## config.mk

```make
export PLATFORM = sky130hd
export DESIGN_NAME = bemh_top
export DESIGN_NICKNAME = d
export VERILOG_FILES = /design/src/core/bemh_pkg.sv /design/src/core/bemh_tmr_if.sv /design/src/core/bemh_dwell.sv /design/src/core/bemh_top.sv
export SDC_FILE = /design/constraint.sdc
export NUM_CORES = 1
export LEC_CHECK = 0
export ABC_CLOCK_PERIOD_IN_PS = 4400
export BUFFER_PORTS_ARGS = -buffer_cell sky130_fd_sc_hd__clkbuf_2
export CAP_MARGIN = 15
export CORE_UTILIZATION = 60
export CTS_BUF_LIST = sky130_fd_sc_hd__clkbuf_4 sky130_fd_sc_hd__clkbuf_8
export DETAILED_ROUTE_END_ITERATION = 10
export MAX_ROUTING_LAYER = met4
export PLACE_DENSITY = 0.87
export RECOVER_POWER = 100
export SLEW_MARGIN = 20
export SYNTH_ARGS = -nofsm -noshare
export SYNTH_HDL_FRONTEND = slang
export SYNTH_SLANG_ARGS = --single-unit
```

## constraint.sdc

```tcl
create_clock -name MCLK_I -period 4.4 [get_ports MCLK_I]
set_input_delay 0.88 -clock MCLK_I [delete_from_list [all_inputs] [get_ports MCLK_I]]
set_output_delay 0.88 -clock MCLK_I [all_outputs]
set_load 0.02 [all_outputs]
```

## src/core/bemh_pkg.sv

```systemverilog
// package for the bar end m-code handshake block: register map, field layout, timing
// assumes a single 20 MHz controller clock and a 32-bit apb register bus
package bemh_pkg;

	// ==========================================================
	// bus
	localparam int unsigned ADDR_W    = 4;
	localparam int unsigned DATA_W    = 32;
	localparam logic [3:0]  OFF_CTRL  = 4'h0;
	localparam logic [3:0]  OFF_STAT  = 4'h4;
	localparam logic [3:0]  OFF_IRQ   = 4'h8;
	localparam logic [3:0]  OFF_MASK  = 4'hc;

	// ==========================================================
	// control register fields
	localparam int unsigned CTRL_STANDSTILL = 0;
	localparam int unsigned CTRL_FEED_MCODE = 1;
	localparam int unsigned CTRL_ACTION_LO  = 2;
	localparam int unsigned CTRL_EOB_CLEAR  = 4;
	localparam int unsigned CTRL_W          = 4;
	localparam logic [3:0]  CTRL_RST        = 4'h2;

	// ==========================================================
	// status register fields
	localparam int unsigned STAT_EOB    = 0;
	localparam int unsigned STAT_CLAMP  = 1;
	localparam int unsigned STAT_FEED   = 2;
	localparam int unsigned STAT_ACK    = 3;
	localparam int unsigned STAT_ST_LO  = 4;

	// ==========================================================
	// interrupt bits, same layout in status and mask
	localparam int unsigned INT_ACK   = 0;
	localparam int unsigned INT_EOB   = 1;
	localparam int unsigned INT_FEED  = 2;
	localparam int unsigned INT_W     = 3;
	localparam logic [2:0]  INT_RST   = 3'h0;

	// ==========================================================
	// timing
	localparam int unsigned CLK_HZ    = 20_000_000;
	localparam int unsigned DWELL_MS  = 500;
	localparam int unsigned DWELL_CYC = DWELL_MS * (CLK_HZ / 1000);
	localparam int unsigned CNT_W     = 24;
	localparam int unsigned SYNC_W    = 5;
	localparam logic [4:0]  SYNC_RST  = 5'h02; // clamp pin idles closed

	// ==========================================================
	// sequencer states
	typedef enum logic [2:0] {
		ST_IDLE,
		ST_PUSH,
		ST_FEED,
		ST_DWELL,
		ST_ACK
	} bemh_state_t;

endpackage : bemh_pkg

```

## src/core/bemh_tmr_if.sv

```systemverilog
// interface between the sequencer and its dwell timer
// assumes both ends sit on the same clock
`timescale 1ns/1ns
`default_nettype none

interface bemh_tmr_if;
	logic start;
	logic done;
	modport ctl (output start, input done);
	modport tmr (input start, output done);
endinterface : bemh_tmr_if

`default_nettype wire

```

## src/core/bemh_dwell.sv

```systemverilog
// dwell timer: one-cycle done pulse a fixed number of cycles after a start pulse
// assumes start is a one-cycle pulse; a new start restarts the count
`timescale 1ns/1ns
`default_nettype none

module bemh_dwell #(
	parameter int unsigned CYCLES = bemh_pkg::DWELL_CYC
) (
	// clock and reset
	input  wire logic clk_i,
	input  wire logic rst_i,
	input  wire logic ce_i,
	// timer port
	bemh_tmr_if.tmr   tmr
);
	import bemh_pkg::*;

	logic [CNT_W-1:0] count;
	logic             busy;
	logic             done;
	logic [CNT_W-1:0] next_count;
	logic             next_busy;
	logic             next_done;

	// ==========================================================
	// next state
	always_comb begin
		next_count = count;
		next_busy  = busy;
		next_done  = 1'b0;
		if (tmr.start) begin
			next_busy  = 1'b1;
			next_count = CNT_W'(CYCLES - 1);
		end else if (busy) begin
			if (count == '0) begin
				next_busy = 1'b0;
				next_done = 1'b1;
			end else begin
				next_count = count - 1'b1;
			end
		end
	end

	// ==========================================================
	// registers
	always_ff @(posedge clk_i or posedge rst_i) begin
		if (rst_i) begin
			count <= '0;
			busy  <= 1'b0;
			done  <= 1'b0;
		end else if (ce_i) begin
			count <= next_count;
			busy  <= next_busy;
			done  <= next_done;
		end
	end

	assign tmr.done = done;

endmodule : bemh_dwell

`default_nettype wire

```

## src/core/bemh_top.sv

```systemverilog
// bar end m-code sequencer: sorts lathe m-codes into feed commands and end-of-bar tests
// assumes lathe and motion pins are asynchronous; registers reached over apb
//
// Functional notes
// - m-code with clamp closed is an end-of-bar test, never a feed
// - pusher test, no end of bar: move forward, on stall/face acknowledge and retract
// - end of bar seen in test forward motion is handled per action setting
// - pusher test, end of bar declared: no motion, dwell 0.5 s, ack, handle
// - stand-still test, no end of bar: acknowledge at once, no motion
// - stand-still test, end of bar declared: dwell 0.5 s then acknowledge
// - feed-on-m-code: first m-code after clamp opens starts feeding
// - feed-on-m-code: later m-codes are tests, acked at once or after dwell
// - open-clamp tests never move the pusher; feeding lasts while clamp open
// - without feed-on-m-code: feed on clamp opening, all open-clamp m-codes test
//
// Local design decisions: the address map and the APB register port.
`timescale 1ns/1ns
`default_nettype none

module bemh_top #(
	parameter int unsigned DWELL_CYCLES = bemh_pkg::DWELL_CYC
) (
	// clock and reset
	input  wire logic                          MCLK_I,
	input  wire logic                          RST_I,
	input  wire logic                          CE_I,
	// apb slave
	input  wire logic                          PSEL_I,
	input  wire logic                          PENABLE_I,
	input  wire logic                          PWRITE_I,
	input  wire logic [bemh_pkg::ADDR_W-1:0]   PADDR_I,
	input  wire logic [bemh_pkg::DATA_W-1:0]   PWDATA_I,
	output logic      [bemh_pkg::DATA_W-1:0]   PRDATA_O,
	output logic                               PREADY_O,
	output logic                               PSLVERR_O,
	// lathe
	input  wire logic                          MCODE_REQ_I,
	input  wire logic                          CLAMP_CLOSED_I,
	output logic                               MCODE_ACK_O,
	// motion control
	input  wire logic                          PUSHER_CONTACT_I,
	input  wire logic                          AT_COLLET_FACE_I,
	input  wire logic                          END_OF_BAR_DETECT_I,
	output logic                               PUSH_FWD_O,
	output logic                               RETRACT_O,
	output logic                               FEED_O,
	output logic                               END_OF_BAR_HANDLE_O,
	output logic      [1:0]                    END_OF_BAR_ACTION_O,
	output logic                               END_OF_BAR_O,
	// interrupt
	output logic                               IRQ_O
);
	import bemh_pkg::*;

	// ==========================================================
	// decode
	function automatic logic is_mapped(input logic [ADDR_W-1:0] a);
		is_mapped = (a == OFF_CTRL) || (a == OFF_STAT) || (a == OFF_IRQ) || (a == OFF_MASK);
	endfunction : is_mapped

	// ==========================================================
	// pin synchronisers
	logic [SYNC_W-1:0] sync1;
	logic [SYNC_W-1:0] sync2;
	logic              req_s;
	logic              clamp_s;
	logic              contact_s;
	logic              face_s;
	logic              eob_det_s;

	// stage one is read only by stage two
	always_ff @(posedge MCLK_I or posedge RST_I) begin
		if (RST_I) begin
			// clamp resets closed so that release of reset is no false opening
			sync1 <= SYNC_RST;
			sync2 <= SYNC_RST;
		end else if (CE_I) begin
			sync1 <= {END_OF_BAR_DETECT_I, AT_COLLET_FACE_I, PUSHER_CONTACT_I, CLAMP_CLOSED_I, MCODE_REQ_I};
			sync2 <= sync1;
		end
	end

	assign req_s     = sync2[0];
	assign clamp_s   = sync2[1];
	assign contact_s = sync2[2];
	assign face_s    = sync2[3];
	assign eob_det_s = sync2[4];

	// ==========================================================
	// sequencer state
	bemh_state_t state;
	bemh_state_t next_state;
	logic        req_q;
	logic        clamp_q;
	logic        ack;
	logic        push;
	logic        retract;
	logic        feed;
	logic        handle;
	logic        eob_decl;
	logic        feed_pending;
	logic        handle_after;
	logic        tmr_start;
	logic        next_ack;
	logic        next_push;
	logic        next_retract;
	logic        next_feed;
	logic        next_handle;
	logic        next_eob_decl;
	logic        next_feed_pending;
	logic        next_handle_after;
	logic        next_tmr_start;
	logic [INT_W-1:0] events;

	// bus state
	logic [CTRL_W-1:0] ctrl;
	logic [INT_W-1:0]  int_stat;
	logic [INT_W-1:0]  int_mask;
	logic [DATA_W-1:0] prdata;
	logic              pready;
	logic              pslverr;
	logic              irq;
	logic [CTRL_W-1:0] next_ctrl;
	logic [INT_W-1:0]  next_int_stat;
	logic [INT_W-1:0]  next_int_mask;
	logic [DATA_W-1:0] next_prdata;
	logic              next_pready;
	logic              next_pslverr;
	logic              next_irq;
	logic              wr_en;
	logic              eob_clear;

	logic req_rise;
	logic clamp_open_rise;
	logic standstill;
	logic feed_mcode;

	bemh_tmr_if tmr ();

	assign req_rise        = req_s & ~req_q;
	assign clamp_open_rise = clamp_q & ~clamp_s;
	assign standstill      = ctrl[CTRL_STANDSTILL];
	assign feed_mcode      = ctrl[CTRL_FEED_MCODE];
	assign tmr.start       = tmr_start;

	bemh_dwell #(
		.CYCLES (DWELL_CYCLES)
	) u_dwell (
		.clk_i (MCLK_I),
		.rst_i (RST_I),
		.ce_i  (CE_I),
		.tmr   (tmr)
	);

	// ==========================================================
	// sequencer next state
	always_comb begin
		next_state        = state;
		next_ack          = ack;
		next_push         = push;
		next_retract      = 1'b0;
		next_feed         = feed;
		next_handle       = 1'b0;
		next_eob_decl     = eob_decl;
		next_feed_pending = feed_pending;
		next_handle_after = handle_after;
		next_tmr_start    = 1'b0;
		events            = '0;
		// a detection wins over a software clear in the same cycle
		if (eob_det_s) begin
			next_eob_decl    = 1'b1;
			events[INT_EOB]  = ~eob_decl;
		end else if (eob_clear) begin
			next_eob_decl = 1'b0;
		end
		if (clamp_open_rise) begin
			next_feed_pending = feed_mcode;
			if (!feed_mcode) begin
				next_feed        = 1'b1;
				events[INT_FEED] = 1'b1;
			end
		end
		if (clamp_s) begin
			next_feed         = 1'b0;
			next_feed_pending = 1'b0;
		end
		case (state)
			ST_IDLE: begin
				if (req_rise) begin
					if (clamp_s) begin
						if (!standstill && !eob_decl) begin
							next_push  = 1'b1;
							next_state = ST_PUSH;
						end else if (!standstill) begin
							next_handle_after = 1'b1;
							next_tmr_start    = 1'b1;
							next_state        = ST_DWELL;
						end else if (!eob_decl) begin
							next_ack   = 1'b1;
							next_state = ST_ACK;
						end else begin
							next_handle_after = 1'b0;
							next_tmr_start    = 1'b1;
							next_state        = ST_DWELL;
						end
					end else if (feed_pending) begin
						next_feed_pending = 1'b0;
						next_feed         = 1'b1;
						events[INT_FEED]  = 1'b1;
						next_state        = ST_FEED;
					end else if (eob_decl) begin
						next_handle_after = 1'b0;
						next_tmr_start    = 1'b1;
						next_state        = ST_DWELL;
					end else begin
						next_ack   = 1'b1;
						next_state = ST_ACK;
					end
				end
			end
			ST_PUSH: begin
				if (eob_det_s) begin
					next_push   = 1'b0;
					next_handle = 1'b1;
					next_ack    = 1'b1;
					next_state  = ST_ACK;
				end else if (contact_s || face_s) begin
					next_push    = 1'b0;
					next_retract = 1'b1;
					next_ack     = 1'b1;
					next_state   = ST_ACK;
				end
			end
			ST_FEED: begin
				// sign off once the bar is against the stopper or in position, or once the clamp closes
				if (contact_s || face_s || clamp_s) begin
					next_ack   = 1'b1;
					next_state = ST_ACK;
				end
			end
			ST_DWELL: begin
				if (tmr.done) begin
					next_ack    = 1'b1;
					next_handle = handle_after;
					next_state  = ST_ACK;
				end
			end
			ST_ACK: begin
				if (!req_s) begin
					next_ack   = 1'b0;
					next_state = ST_IDLE;
				end
			end
			default: begin
				next_state = ST_IDLE;
				next_ack   = 1'b0;
				next_push  = 1'b0;
			end
		endcase
		events[INT_ACK] = next_ack & ~ack;
	end

	// ==========================================================
	// sequencer registers
	always_ff @(posedge MCLK_I or posedge RST_I) begin
		if (RST_I) begin
			state        <= ST_IDLE;
			req_q        <= 1'b0;
			clamp_q      <= 1'b1;
			ack          <= 1'b0;
			push         <= 1'b0;
			retract      <= 1'b0;
			feed         <= 1'b0;
			handle       <= 1'b0;
			eob_decl     <= 1'b0;
			feed_pending <= 1'b0;
			handle_after <= 1'b0;
			tmr_start    <= 1'b0;
		end else if (CE_I) begin
			state        <= next_state;
			req_q        <= req_s;
			clamp_q      <= clamp_s;
			ack          <= next_ack;
			push         <= next_push;
			retract      <= next_retract;
			feed         <= next_feed;
			handle       <= next_handle;
			eob_decl     <= next_eob_decl;
			feed_pending <= next_feed_pending;
			handle_after <= next_handle_after;
			tmr_start    <= next_tmr_start;
		end
	end

	// ==========================================================
	// apb registers and interrupt
	assign wr_en     = PSEL_I & PENABLE_I & PWRITE_I & pready;
	assign eob_clear = wr_en & (PADDR_I == OFF_CTRL) & PWDATA_I[CTRL_EOB_CLEAR];

	// one wait state keeps pready and prdata straight from flops
	always_comb begin
		next_ctrl     = ctrl;
		next_int_mask = int_mask;
		next_int_stat = int_stat;
		next_pready   = PSEL_I & PENABLE_I & ~pready;
		next_pslverr  = 1'b0;
		next_prdata   = '0;
		if (wr_en && PADDR_I == OFF_CTRL) begin
			next_ctrl = PWDATA_I[CTRL_W-1:0];
		end
		if (wr_en && PADDR_I == OFF_MASK) begin
			next_int_mask = PWDATA_I[INT_W-1:0];
		end
		// set wins over the write-one clear
		if (wr_en && PADDR_I == OFF_IRQ) begin
			next_int_stat = int_stat & ~PWDATA_I[INT_W-1:0];
		end
		next_int_stat = next_int_stat | events;
		if (next_pready) begin
			next_pslverr = ~is_mapped(PADDR_I);
			case (PADDR_I)
				OFF_CTRL: next_prdata = {{(DATA_W-CTRL_W){1'b0}}, ctrl};
				OFF_STAT: next_prdata = {{(DATA_W-7){1'b0}}, 3'(state), ack, feed, clamp_s, eob_decl};
				OFF_IRQ:  next_prdata = {{(DATA_W-INT_W){1'b0}}, int_stat};
				OFF_MASK: next_prdata = {{(DATA_W-INT_W){1'b0}}, int_mask};
				default:  next_prdata = '0;
			endcase
		end
		next_irq = |(next_int_stat & next_int_mask);
	end

	always_ff @(posedge MCLK_I or posedge RST_I) begin
		if (RST_I) begin
			ctrl     <= CTRL_RST;
			int_stat <= INT_RST;
			int_mask <= INT_RST;
			prdata   <= '0;
			pready   <= 1'b0;
			pslverr  <= 1'b0;
			irq      <= 1'b0;
		end else if (CE_I) begin
			ctrl     <= next_ctrl;
			int_stat <= next_int_stat;
			int_mask <= next_int_mask;
			prdata   <= next_prdata;
			pready   <= next_pready;
			pslverr  <= next_pslverr;
			irq      <= next_irq;
		end
	end

	// ==========================================================
	// outputs
	assign PRDATA_O            = prdata;
	assign PREADY_O            = pready;
	assign PSLVERR_O           = pslverr;
	assign MCODE_ACK_O         = ack;
	assign PUSH_FWD_O          = push;
	assign RETRACT_O           = retract;
	assign FEED_O              = feed;
	assign END_OF_BAR_HANDLE_O = handle;
	assign END_OF_BAR_ACTION_O = ctrl[CTRL_ACTION_LO+1:CTRL_ACTION_LO];
	assign END_OF_BAR_O        = eob_decl;
	assign IRQ_O               = irq;

endmodule : bemh_top

`default_nettype wire

```

; ---- Word level (Yosys, flattened, before mapping)
; Cells that the tools add are included.
[word_totals]
ff_bits = 95
inputBits = 47
out_inout_bits = 43
wordCells = 170
[classes]
addsub = 1
eq_ne = 17
muxes = 84
bitwise_logic = 20
reduce_logical = 24
[op_table]
columns = cell, n
row1 = 24-bit 2-to-1 mux, 3
row2 = 1-bit 2-to-1 mux, 62
row3 = 3-bit 2-to-1 mux, 13
row4 = 7-bit one-hot mux with 4 select lines, 1
row5 = 24-bit zero test, 1
row6 = 24-bit by 1-bit subtractor with 24-bit output (second input constant), 1
row7 = 2-bit inequality test (second input constant), 8
row8 = 3-bit one-hot mux with 5 select lines, 1
row9 = 6-bit AND reduction, 2
row10 = 1-bit bitwise AND, 9
row11 = 4-bit equality test (second input constant), 2
row12 = 7-bit 2-to-1 mux, 1
row13 = 1-bit NOT, 7
row14 = 3-bit bitwise AND, 2
row15 = 3-bit by 2-bit equality test with 1-bit output (second input constant), 2
row16 = 3-bit OR reduction, 2
row17 = 1-bit logical OR, 5
row18 = 1-bit one-hot mux with 5 select lines, 1
row19 = 5-bit AND reduction, 1
row20 = 4-bit by 3-bit equality test with 1-bit output (second input constant), 1
row21 = 1-bit logical AND, 4
row22 = 4-bit zero test, 1
row23 = 2-bit AND reduction, 2
row24 = 2-bit nonzero test, 2
row25 = 11 further kinds, 12

; ---- Logic depth before layout (Yosys ltp)
; Gate-level depths: netlist of the first run.
[logic_depth]
word_depth = 10
depth_mapped = 9
mapped_depth_nobuf = 7

; ---- By module
; A second synthesis of the first run with hierarchy kept.
[hier_totals]
hier_cells = 388
hier_area_um2 = 3970.1
[modules_own_cells]
columns = module, instances, cells_each, area_per_inst_um2, seq_area_each_um2
row1 = bemh_top, 1, 226, 2433.6, 1106.1
row2 = bemh_dwell, 1, 162, 1536.5, 650.6

; ---- Worst setup path before layout of the first run
; No wires, ideal clock.
[synth_timing]
path_kind = input to register
from = input CE_I
to = register u_dwell.count[15]
setup_ns = 0.132
arrival_time_ns = 2.453
required_time_ns = 4.268
setup_slack_ns = 1.815
stages = 7
n_path_buf = 2
path_cell_list = clkbuf_1 > nand4bb_1 > or3_1 > a31o_1 > buf_6 > o31ai_1 > or3b_1
[synth_between]
elab_chain_len = 1
[synth_lines]
columns = element, line_no
row1 = start: declaration, bemh_top.sv:26  ; input wire logic CE_I,
row2 = 3-bit AND reduction (no line), n/a
row3 = end signal: assignment, bemh_dwell.sv:52  ; count <= next_count;
row4 = end: declaration, bemh_dwell.sv:18  ; logic [CNT_W-1:0] count;
; No other way between the ends.
; A chain may end at the register's enable or synchronous reset.

==> run_results.csv, run 1 <==
group,metric,value,unit
floorplan,dieWidth,81.6,µm
status,run_status,"finished with violations",
worst_setup_path,crit_type,"primary input to register",
placed_design,dp.cells,464,
routing,drc,0,
synthesis,ys_ff_latch,70,
synthesis,avgSynthCellArea,10.3,µm²
layout,seqCellArea,1760,µm²
synthesis,async_flop_share,100,%
worst_setup_path,r2r_setup_slack,1.34,ns
sta,timing.fmax,306,MHz
hold_path,min_from,"clamp_q$_DFFE_PP1P_",
layout,fin_cells,480,
layout,nets,448,
power,p_total,2.07,mW
layout,multi_input_area,1770,µm²
power,powerDensity,501,nW/µm²
clocking,cts_resized,0,
floorplan,rows,28,
synthesis,synth.area.top_cells,"dfrtp_1 (43%), mux2_2 (5.9%), buf_4 (5.3%)",
layout,fin_area,4130,µm²
clocking,cts_hold_buf,0,
floorplan,initial_utilization,63.1,%
flow_run,maxCapViolations,1,
layout,final_util,68.5,%
synthesis,synth_edf_count,0,
worst_setup_path,crit_path_end_kind,"register",
clocking,clk_latency,0.35,ns
layout,syn_to_final_growth,8.52,%
hold_path,hold_class,"register to register",
synthesis,synthFlopType,"dfrtp_1",
clocking,htreeDepth,3,
global_route,track_usage,26.9,%
clocking,clk_pin_slew,0.07,ns
worst_setup_path,cp_max_fo,24,
global_route,first_global_vias,2732,
sta,tns,0,ns
worst_setup_path,rr_startpoint,"u_dwell.count[12]$_DFFE_PP0P_",
clocking,clock_sinks,70,
routing,ant_nets,0,
sta,max_slew.worst_pin.slew,2.30,ns
sta,rsz0062_at_grt,"no",
synthesis,ys_types,65,
routing,via_per_inst,6.23,
power,p_leak,1.81,nW
synthesis,yosysSeqAreaShare,46.2,%
placed_design,io_buffers,37,
sta,max-slew-margin-rel,-54.4,%
sta,whs,0.485,ns
layout,diodes,0,
routing,drt_iter0_drc,252,
worst_setup_path,startpoint_type,"primary input",
layout,layout_common_cells,"dfrtp_1 (66), conb_1 (25), nand2_1 (24)",
clocking,cts-root-buf,"clkbuf_8",
worst_setup_path,required,4.68,ns
routing,totalWireLength,8040,µm
global_route,grt_first_pass_wirelength,13100,µm
sta,hold_viol_final,0,
synthesis,synth_top_cell_by_area,"dfrtp_1",
floorplan,die_h,81.6,µm
global_route,antenna_found_initial,0,
clocking,cts_buffer_depth,2,
layout,final_common_cell,"dfrtp_1",
synthesis,yosysWarnings,0,
placed_design,dpl_worst_slack,1.62,ns
sta,finalWorstSetupSlack,1.13,ns
global_route,grt_overflow,0,
floorplan,ios,90,
layout,nFillCells,455,
sta,finalCritPeriodShare,74.3,%
placed_design,placed_area,3930,µm²
clocking,post_cts.repair.setup_buffers,0,
sta,skew,0.0126,ns
sta,finalMaxSlewViolations,54,
routing,vias,2989,
synthesis,netlist_instances,368,
sta,period_needed,3.27,ns
floorplan,core_area,6030,µm²
sta,setup_viol,0,
placed_design,dp_hpwl,5280,µm
worst_setup_path,arrival,3.55,ns
placed_design,gp_congestion,0.842,
floorplan,dieArea,6660,µm²
global_route,grt_max_degree,54,
routing,drtPass1Iterations,5,
power,ir_worst_vdd,0.263,mV
routing,wl_per_cell,16.7,µm
clocking,cts_buffers,9,
clocking,cts_tree,"built",
synthesis,post-synth-top-area-fraction,43.4,%
layout,layout-drive-gt1-share,17.8,%
status,violations,"capacitance limit, slew limit",
worst_setup_path,crit_start,"CE_I",
synthesis,synthesis.area,3800,µm²
area by class of cell:
class | instances | area share (%)
timing repair buffer | 41 | 4.33
tap | 75 | 2.27
clock inverter | 5 | 2.55
inverter | 18 | 1.67
clock buffer | 11 | 3.67
sequential | 70 | 42.6
multi-input combinational | 260 | 43.0
flip-flops by register name, summed over array words and instances (netlist names), 3 cells and up:
signal and cells:
state 3, PRDATA_O 7, u_dwell.count 24, sync1 5, int_stat 3, int_mask 3, ctrl 4, sync2 5
Yosys cell counts, types with 3 or more instances:
library cell  instances
nand3_1              13
clkbuf_1             13
a21oi_1               9
nor2_1               21
o21ai_0              11
xnor2_1               6
a22o_1                5
o31ai_1              12
a31oi_1               5
dfrtp_1              66
nand2b_1              6
nand2_1              24
o41ai_1               4
or4_1                10
mux2i_1               7
inv_1                17
or2_2                 3
nor3_1                3
nor2b_1               5
or3_1                 6
dfstp_2               4
mux2_2               20
nor4_1                4
o2bb2ai_1             6
nand4_1               4
buf_4                27
and3_1                3
a21o_1                4
mux4_2                3
cells by family after synthesis:
group           Yosys count  share of synthesized area (%)
mux                      30                           9.54
flops                    70                           46.2
fa+ha+maj                 1                          0.329
simple gates            120                           18.3
compound gates           77                           14.9
buf+inv                  62                           9.01
xor+xnor                  7                           1.61
other cells               1                         0.0986
final timing paths:
| path | end | cells past startpoint |
|---|---|---|
| max | PRDATA_O[5]$_DFFE_PP0P_ | 5 |
| min | clamp_q$_DFFE_PP1P_ | 2 |
| max reg2reg | u_dwell.count[15]$_DFFE_PP0P_ | 5 |
| min reg2reg | clamp_q$_DFFE_PP1P_ | 2 |
| max in group asynchronous | u_dwell.count[21]$_DFFE_PP0P_ | 3 |
| min in group asynchronous | PRDATA_O[4]$_DFFE_PP0P_ | 2 |
critical path: stages:
cell and delay [ns]:
clkbuf_1 0.50, clkbuf_1 0.93, nand3_1 0.40, nor3b_1 0.62, a22o_1 0.21
power by group:
group | leakage, nW | total (mW) | internal (mW) | switching, mW
logic | 0.836 | 0.495 | 0.204 | 0.291
clock network | 0.122 | 0.656 | 0.408 | 0.248
registers | 0.856 | 0.918 | 0.769 | 0.149
routing by layer:
layer | share of wire (%) | vias up | GRT usage [%]
li1 | - | 1369 | -
met2 | 46 | 147 | 38.8
met5 | 0 | - | -
met1 | 45 | 1455 | 36.8
met4 | 1.7 | 0 | 9.47
met3 | 6.7 | 18 | 6.89
Note: power is estimated with default switching activity, not from simulation.
==> run 2, diff against run 1 <==
--- a/config.mk
+++ b/config.mk
@@ -5,14 +5,15 @@
 export SDC_FILE = /design/constraint.sdc
 export NUM_CORES = 1
 export LEC_CHECK = 0
-export ABC_CLOCK_PERIOD_IN_PS = 4400
+export ABC_AREA = 1
+export ABC_CLOCK_PERIOD_IN_PS = 2800
 export BUFFER_PORTS_ARGS = -buffer_cell sky130_fd_sc_hd__clkbuf_2
 export CAP_MARGIN = 15
-export CORE_UTILIZATION = 60
+export CORE_UTILIZATION = 51
 export CTS_BUF_LIST = sky130_fd_sc_hd__clkbuf_4 sky130_fd_sc_hd__clkbuf_8
 export DETAILED_ROUTE_END_ITERATION = 10
 export MAX_ROUTING_LAYER = met4
-export PLACE_DENSITY = 0.87
+export PLACE_DENSITY = 0.78
 export RECOVER_POWER = 100
 export SLEW_MARGIN = 20
 export SYNTH_ARGS = -nofsm -noshare
==> constraint.sdc (replaced) <==
create_clock -name MCLK_I -period 2.8 [get_ports MCLK_I]
set_input_delay 0.56 -clock MCLK_I [delete_from_list [all_inputs] [get_ports MCLK_I]]
set_output_delay 0.56 -clock MCLK_I [all_outputs]
set_load 0.02 [all_outputs]
==> run 2 against run 1 <==
  * The flow still finishes with violations (capacitance limit, slew limit)
  * Core utilization down 11 points
  * Flip-flop and latch count is the same
  * Sequential power increased by 64%
  * Combinational power increased to 3.0 times the previous value
  * Wire length increased by 9.5%
  * Critical endpoint is now u_dwell.count[15]$_DFFE_PP0P_
  * Die area up 24%
==> run_results.csv, run 2 <==
group,metric,value,unit
status,run_status,"finished with violations",
status,violations,"capacitance limit, slew limit",
synthesis,synth_top_cell_by_area,"dfrtp_1",
synthesis,netlist_instances,564,
worst_setup_path,rr_endpoint,"u_dwell.count[15]$_DFFE_PP0P_",
worst_setup_path,slowest_delay,0.40,ns
worst_setup_path,required,3.09,ns
worst_setup_path,cp_num_buf_inv,2,
routing,ant_nets,0,
power,power_frac_seq,37.4,%
sta,rsz0062_at_grt,"no",
synthesis,synth_common_cells,"nand2_1 (212), dfrtp_1 (66), nor2_1 (64), inv_1 (45), nand3_1 (40)",
routing,totalWireLength,8800,µm
layout,nFillCells,710,
global_route,first_global_vias,3119,
worst_setup_path,crit_path_end_kind,"register",
clocking,cts_resized,0,
hold_path,hold_path_depth,3,
sta,period_needed,2.30,ns
synthesis,synthesis.area,4030,µm²
hold_path,min_from,"CLAMP_CLOSED_I",
global_route,track_usage,23.5,%
synthesis,yosysSeqAreaShare,43.6,%
clocking,clk_pin_slew,0.08,ns
sta,hold_viol_final,0,
synthesis,async_flop_share,100,%
global_route,grt_max_degree,71,
layout,diodes,0,
worst_setup_path,cp_slowest_cell,"dfrtp_1",
sta,finalCritPeriodShare,82.1,%
layout,nets,647,
worst_setup_path,worstPathCellList,"inv_1 > ha_1 > nand3_1 > nor3_2 > nand3_1 > nand2_1 > nand2_4 > clkinv_2 > nand2_1 > nand2_1",
floorplan,rows,32,
sta,setup_viol,0,
power,p_int,2.36,mW
clocking,htreeDepth,3,
floorplan,dieArea,8260,µm²
layout,syn_to_final_growth,9.13,%
flow_run,maxCapViolations,1,
global_route,grt_overflow,0,
routing,wl_per_cell,12.5,µm
layout,largest_register_ffs,24,
power,switching_share,41.4,%
sta,skew,0.00941,ns
sta,timing.fmax,435,MHz
sta,finalMaxSlewViolations,71,
power,switchingPower,1.67,mW
worst_setup_path,r2r_setup_slack,0.50,ns
sta,whs,0.372,ns
power,comb_power_share,37.0,%
synthesis,avgSynthCellArea,7.15,µm²
worst_setup_path,crit_type,"register to register",
global_route,antenna_found_initial,0,
power,p_leak,2.32,nW
layout,layout_common_cells,"nand2_1 (213), dfrtp_1 (66), nor2_1 (65)",
power,power_frac_clock,25.5,%
synthesis,yosysWarnings,0,
hold_path,hold_class,"primary input to register",
worst_setup_path,arrival,2.59,ns
worst_setup_path,cp_max_fo,26,
clocking,cts_buffers,9,
routing,drc,0,
clocking,cts_tree,"built",
clocking,clk_latency,0.36,ns
power,ir_worst_vdd,0.339,mV
placed_design,placed_area,4190,µm²
layout,final_common_cell,"nand2_1",
synthesis,synth.area.top_cells,"dfrtp_1 (41%), nand2_1 (20%), nor2_1 (6.0%)",
routing,via_per_inst,5.13,
synthesis,synth_edf_count,0,
floorplan,initial_utilization,52.4,%
placed_design,io_buffers,37,
sta,tns,0,ns
floorplan,die_h,90.9,µm
floorplan,ios,90,
worst_setup_path,rr_startpoint,"u_dwell.count[0]$_DFFE_PP0P_",
clocking,cts_buffer_depth,2,
worst_setup_path,worstRegToRegCells,10,
placed_design,gp_congestion,0.954,
layout,fin_area,4400,µm²
worst_setup_path,startpoint_type,"register",
clocking,cts-root-buf,"clkbuf_8",
power,powerDensity,916,nW/µm²
synthesis,synthFlopType,"dfrtp_1",
clocking,post_cts.repair.setup_buffers,0,
layout,regMostFlops,"u_dwell.count",
clocking,clock_sinks,70,
routing,drtPass1Iterations,6,
floorplan,dieWidth,90.9,µm
global_route,grt_first_pass_wirelength,14900,µm
routing,drt_iter0_drc,301,
sta,max_slew.worst_pin.slew,1.70,ns
synthesis,synth.most_common_cell,"nand2_1",
synthesis,post-synth-top-area-fraction,41.0,%
floorplan,core_area,7690,µm²
placed_design,dp_hpwl,6150,µm
synthesis,ys_ff_latch,70,
synthesis,ys_types,43,
routing,vias,3622,
worst_setup_path,path_delay_family,"simple AND/OR/NAND/NOR gates",
hold_path,hold_end,"sync1[1]$_DFFE_PP1P_",
sta,max-slew-margin-rel,-13.2,%
layout,layout-drive-gt1-share,9.11,%
clocking,cts_hold_buf,0,
worst_setup_path,cp_common_cell,"nand2_1",
## run 2: changes by cell type in the layout (fill, tap and decap cells not counted), sizes merged, moves of 7 or more
cell	previous run	this run
or4	12	0
mux2i	7	0
nand3	13	41
inv	16	45
xor2	1	10
o21ai	11	33
nor2	21	67
mux2	20	0
nand2	24	214
o31ai	12	0
or2	3	10
## run 2: worst max path at each step
stage	start	endpoint	slack, ns	depth (start not counted)
CTS	u_dwell.count[0]$_DFFE_PP0P_	u_dwell.count[15]$_DFFE_PP0P_	0.65	10
finish	u_dwell.count[0]$_DFFE_PP0P_	u_dwell.count[15]$_DFFE_PP0P_	0.50	10
floorplan	RST_I	END_OF_BAR_HANDLE_O$_DFFE_PP0P_	0.48	1
detailed placement	CE_I	u_dwell.count[15]$_DFFE_PP0P_	0.62	8
global placement	CE_I	u_dwell.count[22]$_DFFE_PP0P_	0.68	8
global route	u_dwell.count[0]$_DFFE_PP0P_	u_dwell.count[10]$_DFFE_PP0P_	0.22	10
## run 2: tightest hold or removal path, delay by kind of cell
| family | cells | cell delay (ns) |
|---|---|---|
| and+or+nand+nor | 2 | 0.10 |
| buffers and inverters | 1 | 0.08 |
## run 2: layout make-up
| type | instances | area [µm²] | area share [%] |
|---|---|---|---|
| clock buffer | 11 | 145 | 3.30 |
| clock inverter | 5 | 106 | 2.42 |
| inverter | 47 | 178 | 4.04 |
| multi-input combinational | 431 | 1910 | 43.4 |
| sequential | 70 | 1760 | 39.9 |
| tap | 102 | 128 | 2.90 |
| timing repair buffer | 40 | 178 | 4.04 |
## run 2: power groups by stage
stage | Combinational (mW) | Sequential, mW | Clock, mW
final | 1.49 | 1.51 | 1.03
after global routing | 1.71 | 1.54 | 1.09
after CTS | 1.51 | 1.50 | 1.04
after detailed placement | 1.50 | 1.51 | 0
after global placement | 1.45 | 1.51 | 0
after floorplan | 1.21 | 1.48 | 0
## run 2: metal layers
| layer | track usage [%] | up-vias | share of wire, % |
|---|---|---|---|
| li1 | - | 1798 | - |
| met1 | 33.4 | 1676 | 48 |
| met2 | 33.3 | 132 | 45 |
| met3 | 4.63 | 16 | 6.1 |
| met4 | 8.73 | 0 | 1.4 |
| met5 | - | - | 0 |
## run 2: stage by stage
stage / power [mW] / std cells / utilization (%) / setup slack [ns]
floorplan: 2.69 / 588 / - / 0.478
global placement: 2.95 / 690 / 54.5 / 0.678
detailed placement: 3.01 / 690 / 54.5 / 0.616
CTS: 4.05 / 706 / 57.7 / 0.645
global route: 4.34 / 706 / 57.2 / 0.221
finish: 4.03 / 706 / 57.2 / 0.502
## run 2: cell families (layout without fill, tap and decap cells)
family	count (synthesis)	in the layout	share of synthesized area, %
AO/OA/AOI/OAI	56	56	8.23
XOR/XNOR	10	10	2.17
adder cells (fa/ha/maj)	1	1	0.310
buffers and inverters	87	103	11.1
flip-flops	70	70	43.6
other	1	25	0.0930
AND/OR/NAND/NOR	339	339	34.5
==> run 3, diff against run 2 <==
--- a/config.mk
+++ b/config.mk
@@ -6,14 +6,14 @@
 export NUM_CORES = 1
 export LEC_CHECK = 0
 export ABC_AREA = 1
-export ABC_CLOCK_PERIOD_IN_PS = 2800
+export ABC_CLOCK_PERIOD_IN_PS = 2400
 export BUFFER_PORTS_ARGS = -buffer_cell sky130_fd_sc_hd__clkbuf_2
 export CAP_MARGIN = 15
-export CORE_UTILIZATION = 51
+export CORE_UTILIZATION = 56
 export CTS_BUF_LIST = sky130_fd_sc_hd__clkbuf_4 sky130_fd_sc_hd__clkbuf_8
 export DETAILED_ROUTE_END_ITERATION = 10
 export MAX_ROUTING_LAYER = met4
-export PLACE_DENSITY = 0.78
+export PLACE_DENSITY = 0.81
 export RECOVER_POWER = 100
 export SLEW_MARGIN = 20
 export SYNTH_ARGS = -nofsm -noshare
==> constraint.sdc (replaced) <==
create_clock -name MCLK_I -period 2.4 [get_ports MCLK_I]
set_input_delay 0.48 -clock MCLK_I [delete_from_list [all_inputs] [get_ports MCLK_I]]
set_output_delay 0.48 -clock MCLK_I [all_outputs]
set_load 0.02 [all_outputs]
==> run 3 against run 2 <==
  * The flow still finishes with violations (capacitance limit, slew limit)
  * First-iteration DRC count increased by 23%
  * Sequential power increased by 16%
  * Combinational power increased by 17%
  * Worst hold slack got worse by 0.054 ns
  * Total power increased by 17%
  * Sequential share of layout area decreased by 0.068 points
  * Register-to-register slack got worse by 0.22 ns
  * Global-route usage increased by 2.9 points
  * Clock skew about the same
  * Flip-flop and latch count unchanged
  * Design area increased by 0.17%
  * Via count decreased by 0.88%
  * Critical endpoint is now u_dwell.count[14]$_DFFE_PP0P_
==> run_results.csv, run 3 (synthesis results as in run 2) <==
group,metric,value,unit
sta,skew,0.00947,ns
power,powerDensity,1070,nW/µm²
status,run_status,"finished with violations",
sta,timing.fmax,472,MHz
worst_setup_path,arrival,2.34,ns
layout,regMostFlops,"u_dwell.count",
sta,finalWorstSetupSlack,0.280,ns
worst_setup_path,crit_start,"u_dwell.count[0]$_DFFE_PP0P_",
clocking,cts_buffers,9,
layout,final_common_cell,"nand2_1",
placed_design,io_buffers,37,
clocking,clock_sinks,70,
layout,seqCellArea,1760,µm²
layout,nets,648,
power,power_frac_clock,25.6,%
power,switching_share,41.2,%
worst_setup_path,critPathCapture,"u_dwell.count[14]$_DFFE_PP0P_",
layout,nFillCells,623,
worst_setup_path,cp_max_fo,26,
clocking,cts_resized,0,
placed_design,dpl_worst_slack,0.319,ns
worst_setup_path,path_delay_family,"simple AND/OR/NAND/NOR gates",
worst_setup_path,rr_endpoint,"u_dwell.count[14]$_DFFE_PP0P_",
placed_design,gp_congestion,0.946,
global_route,antenna_found_initial,0,
sta,period_needed,2.12,ns
worst_setup_path,cp_num_buf_inv,2,
layout,layout_common_cells,"nand2_1 (212), dfrtp_1 (66), nor2_1 (65)",
clocking,cts_tree,"built",
routing,drt_iter0_drc,370,
routing,ant_nets,0,
placed_design,dp_hpwl,6200,µm
routing,totalWireLength,8850,µm
floorplan,ios,90,
routing,wl_per_cell,12.6,µm
power,power_frac_seq,37.2,%
sta,max-slew-margin-rel,-14.2,%
worst_setup_path,worstPathCellList,"inv_1 > ha_1 > nand3_2 > nor3_2 > nand3_1 > nand2_2 > nand2_4 > clkinv_2 > nand2_1 > nand2_1",
sta,whs,0.318,ns
global_route,grt_first_pass_wirelength,14800,µm
global_route,grt_max_degree,71,
layout,multi_input_area,1910,µm²
power,p_int,2.77,mW
flow_run,maxCapViolations,1,
layout,syn_to_final_growth,9.31,%
sta,hold_viol_final,0,
floorplan,die_h,86.8,µm
sta,finalCritPeriodShare,88.3,%
clocking,cts-root-buf,"clkbuf_8",
global_route,grt_overflow,0,
worst_setup_path,r2r_setup_slack,0.28,ns
worst_setup_path,rr_startpoint,"u_dwell.count[0]$_DFFE_PP0P_",
hold_path,hold_class,"primary input to register",
status,violations,"capacitance limit, slew limit",
floorplan,dieArea,7540,µm²
sta,rsz0062_at_grt,"no",
clocking,post_cts.repair.setup_buffers,0,
power,switchingPower,1.94,mW
power,ir_worst_vdd,0.530,mV
routing,vias,3590,
routing,via_per_inst,5.12,
sta,tns,0,ns
clocking,clk_latency,0.34,ns
floorplan,initial_utilization,58.7,%
sta,finalMaxSlewViolations,71,
clocking,clk_pin_slew,0.08,ns
power,p_leak,2.33,nW
clocking,cts_hold_buf,0,
worst_setup_path,crit_path_end_kind,"register",
routing,drtPass1Iterations,4,
global_route,first_global_vias,3156,
clocking,htreeDepth,3,
floorplan,core_area,6870,µm²
power,comb_power_share,37.2,%
worst_setup_path,cp_slowest_cell,"dfrtp_1",
layout,layout-drive-gt1-share,9.42,%
layout,largest_register_ffs,24,
layout,diodes,0,
floorplan,rows,30,
worst_setup_path,cp_common_cell,"nand2_1",
worst_setup_path,required,2.63,ns
worst_setup_path,worstRegToRegCells,10,
clocking,cts_buffer_depth,2,
routing,drc,0,
worst_setup_path,cp_num_cells,10,
floorplan,dieWidth,86.8,µm
global_route,track_usage,26.4,%
sta,max_slew.worst_pin.slew,1.71,ns
worst_setup_path,startpoint_type,"register",
worst_setup_path,slowest_delay,0.38,ns
worst_setup_path,crit_type,"register to register",
sta,setup_viol,0,
## run 3: worst min-delay path by stage
stage                     slack (ns)                   end                  from  cells past startpoint
final                           0.32  sync1[1]$_DFFE_PP1P_        CLAMP_CLOSED_I                      3
after global routing            0.32  sync1[1]$_DFFE_PP1P_        CLAMP_CLOSED_I                      3
after CTS                       0.21   ctrl[2]$_DFFE_PP0P_                 RST_I                      3
after detailed placement        0.46  sync1[3]$_DFFE_PP0P_  sync1[3]$_DFFE_PP0P_                      2
after global placement          0.45  sync1[2]$_DFFE_PP0P_  sync1[2]$_DFFE_PP0P_                      2
after floorplan                 0.44  sync1[0]$_DFFE_PP0P_  sync1[0]$_DFFE_PP0P_                      2
## run 3: worst reg2reg max path, delay by kind of cell (launching register included)
family	cells	cell delay [ns]
and+or+nand+nor	7	0.90
buffers and inverters	2	0.45
DFF	1	0.38
adders and majority gates	1	0.28
## run 3: metal layers
layer	global-route usage (%)	wire (µm)
met1	37.9	4450
met2	37.2	3800
met3	4.29	462
met4	10.2	132
met5	-	0
## run 3: power groups by stage
stage	clock network, mW	registers (mW)	logic (mW)
floorplan	0	1.73	1.41
global placement	0	1.76	1.70
detailed placement	0	1.76	1.74
CTS	1.22	1.75	1.77
global route	1.27	1.80	2.01
finish	1.21	1.75	1.75
## run 3: area by class of cell
class	instances	area share, %
Multi-Input combinational cell	431	43.5
Clock inverter	5	2.39
Timing Repair Buffer	41	4.09
Inverter	47	4.03
Clock buffer	11	3.44
Sequential cell	70	39.9
Tap cell	96	2.73
## run 3: metrics by stage
step                area, µm²  util, %  power [mW]  instances
global route             4410     64.1        5.08        701
finish                   4410     64.1        4.72        701
global placement         4200     61.1        3.46        685
floorplan                4120        -        3.14        588
CTS                      4460     64.9        4.73        701
detailed placement       4200     61.1        3.51        685
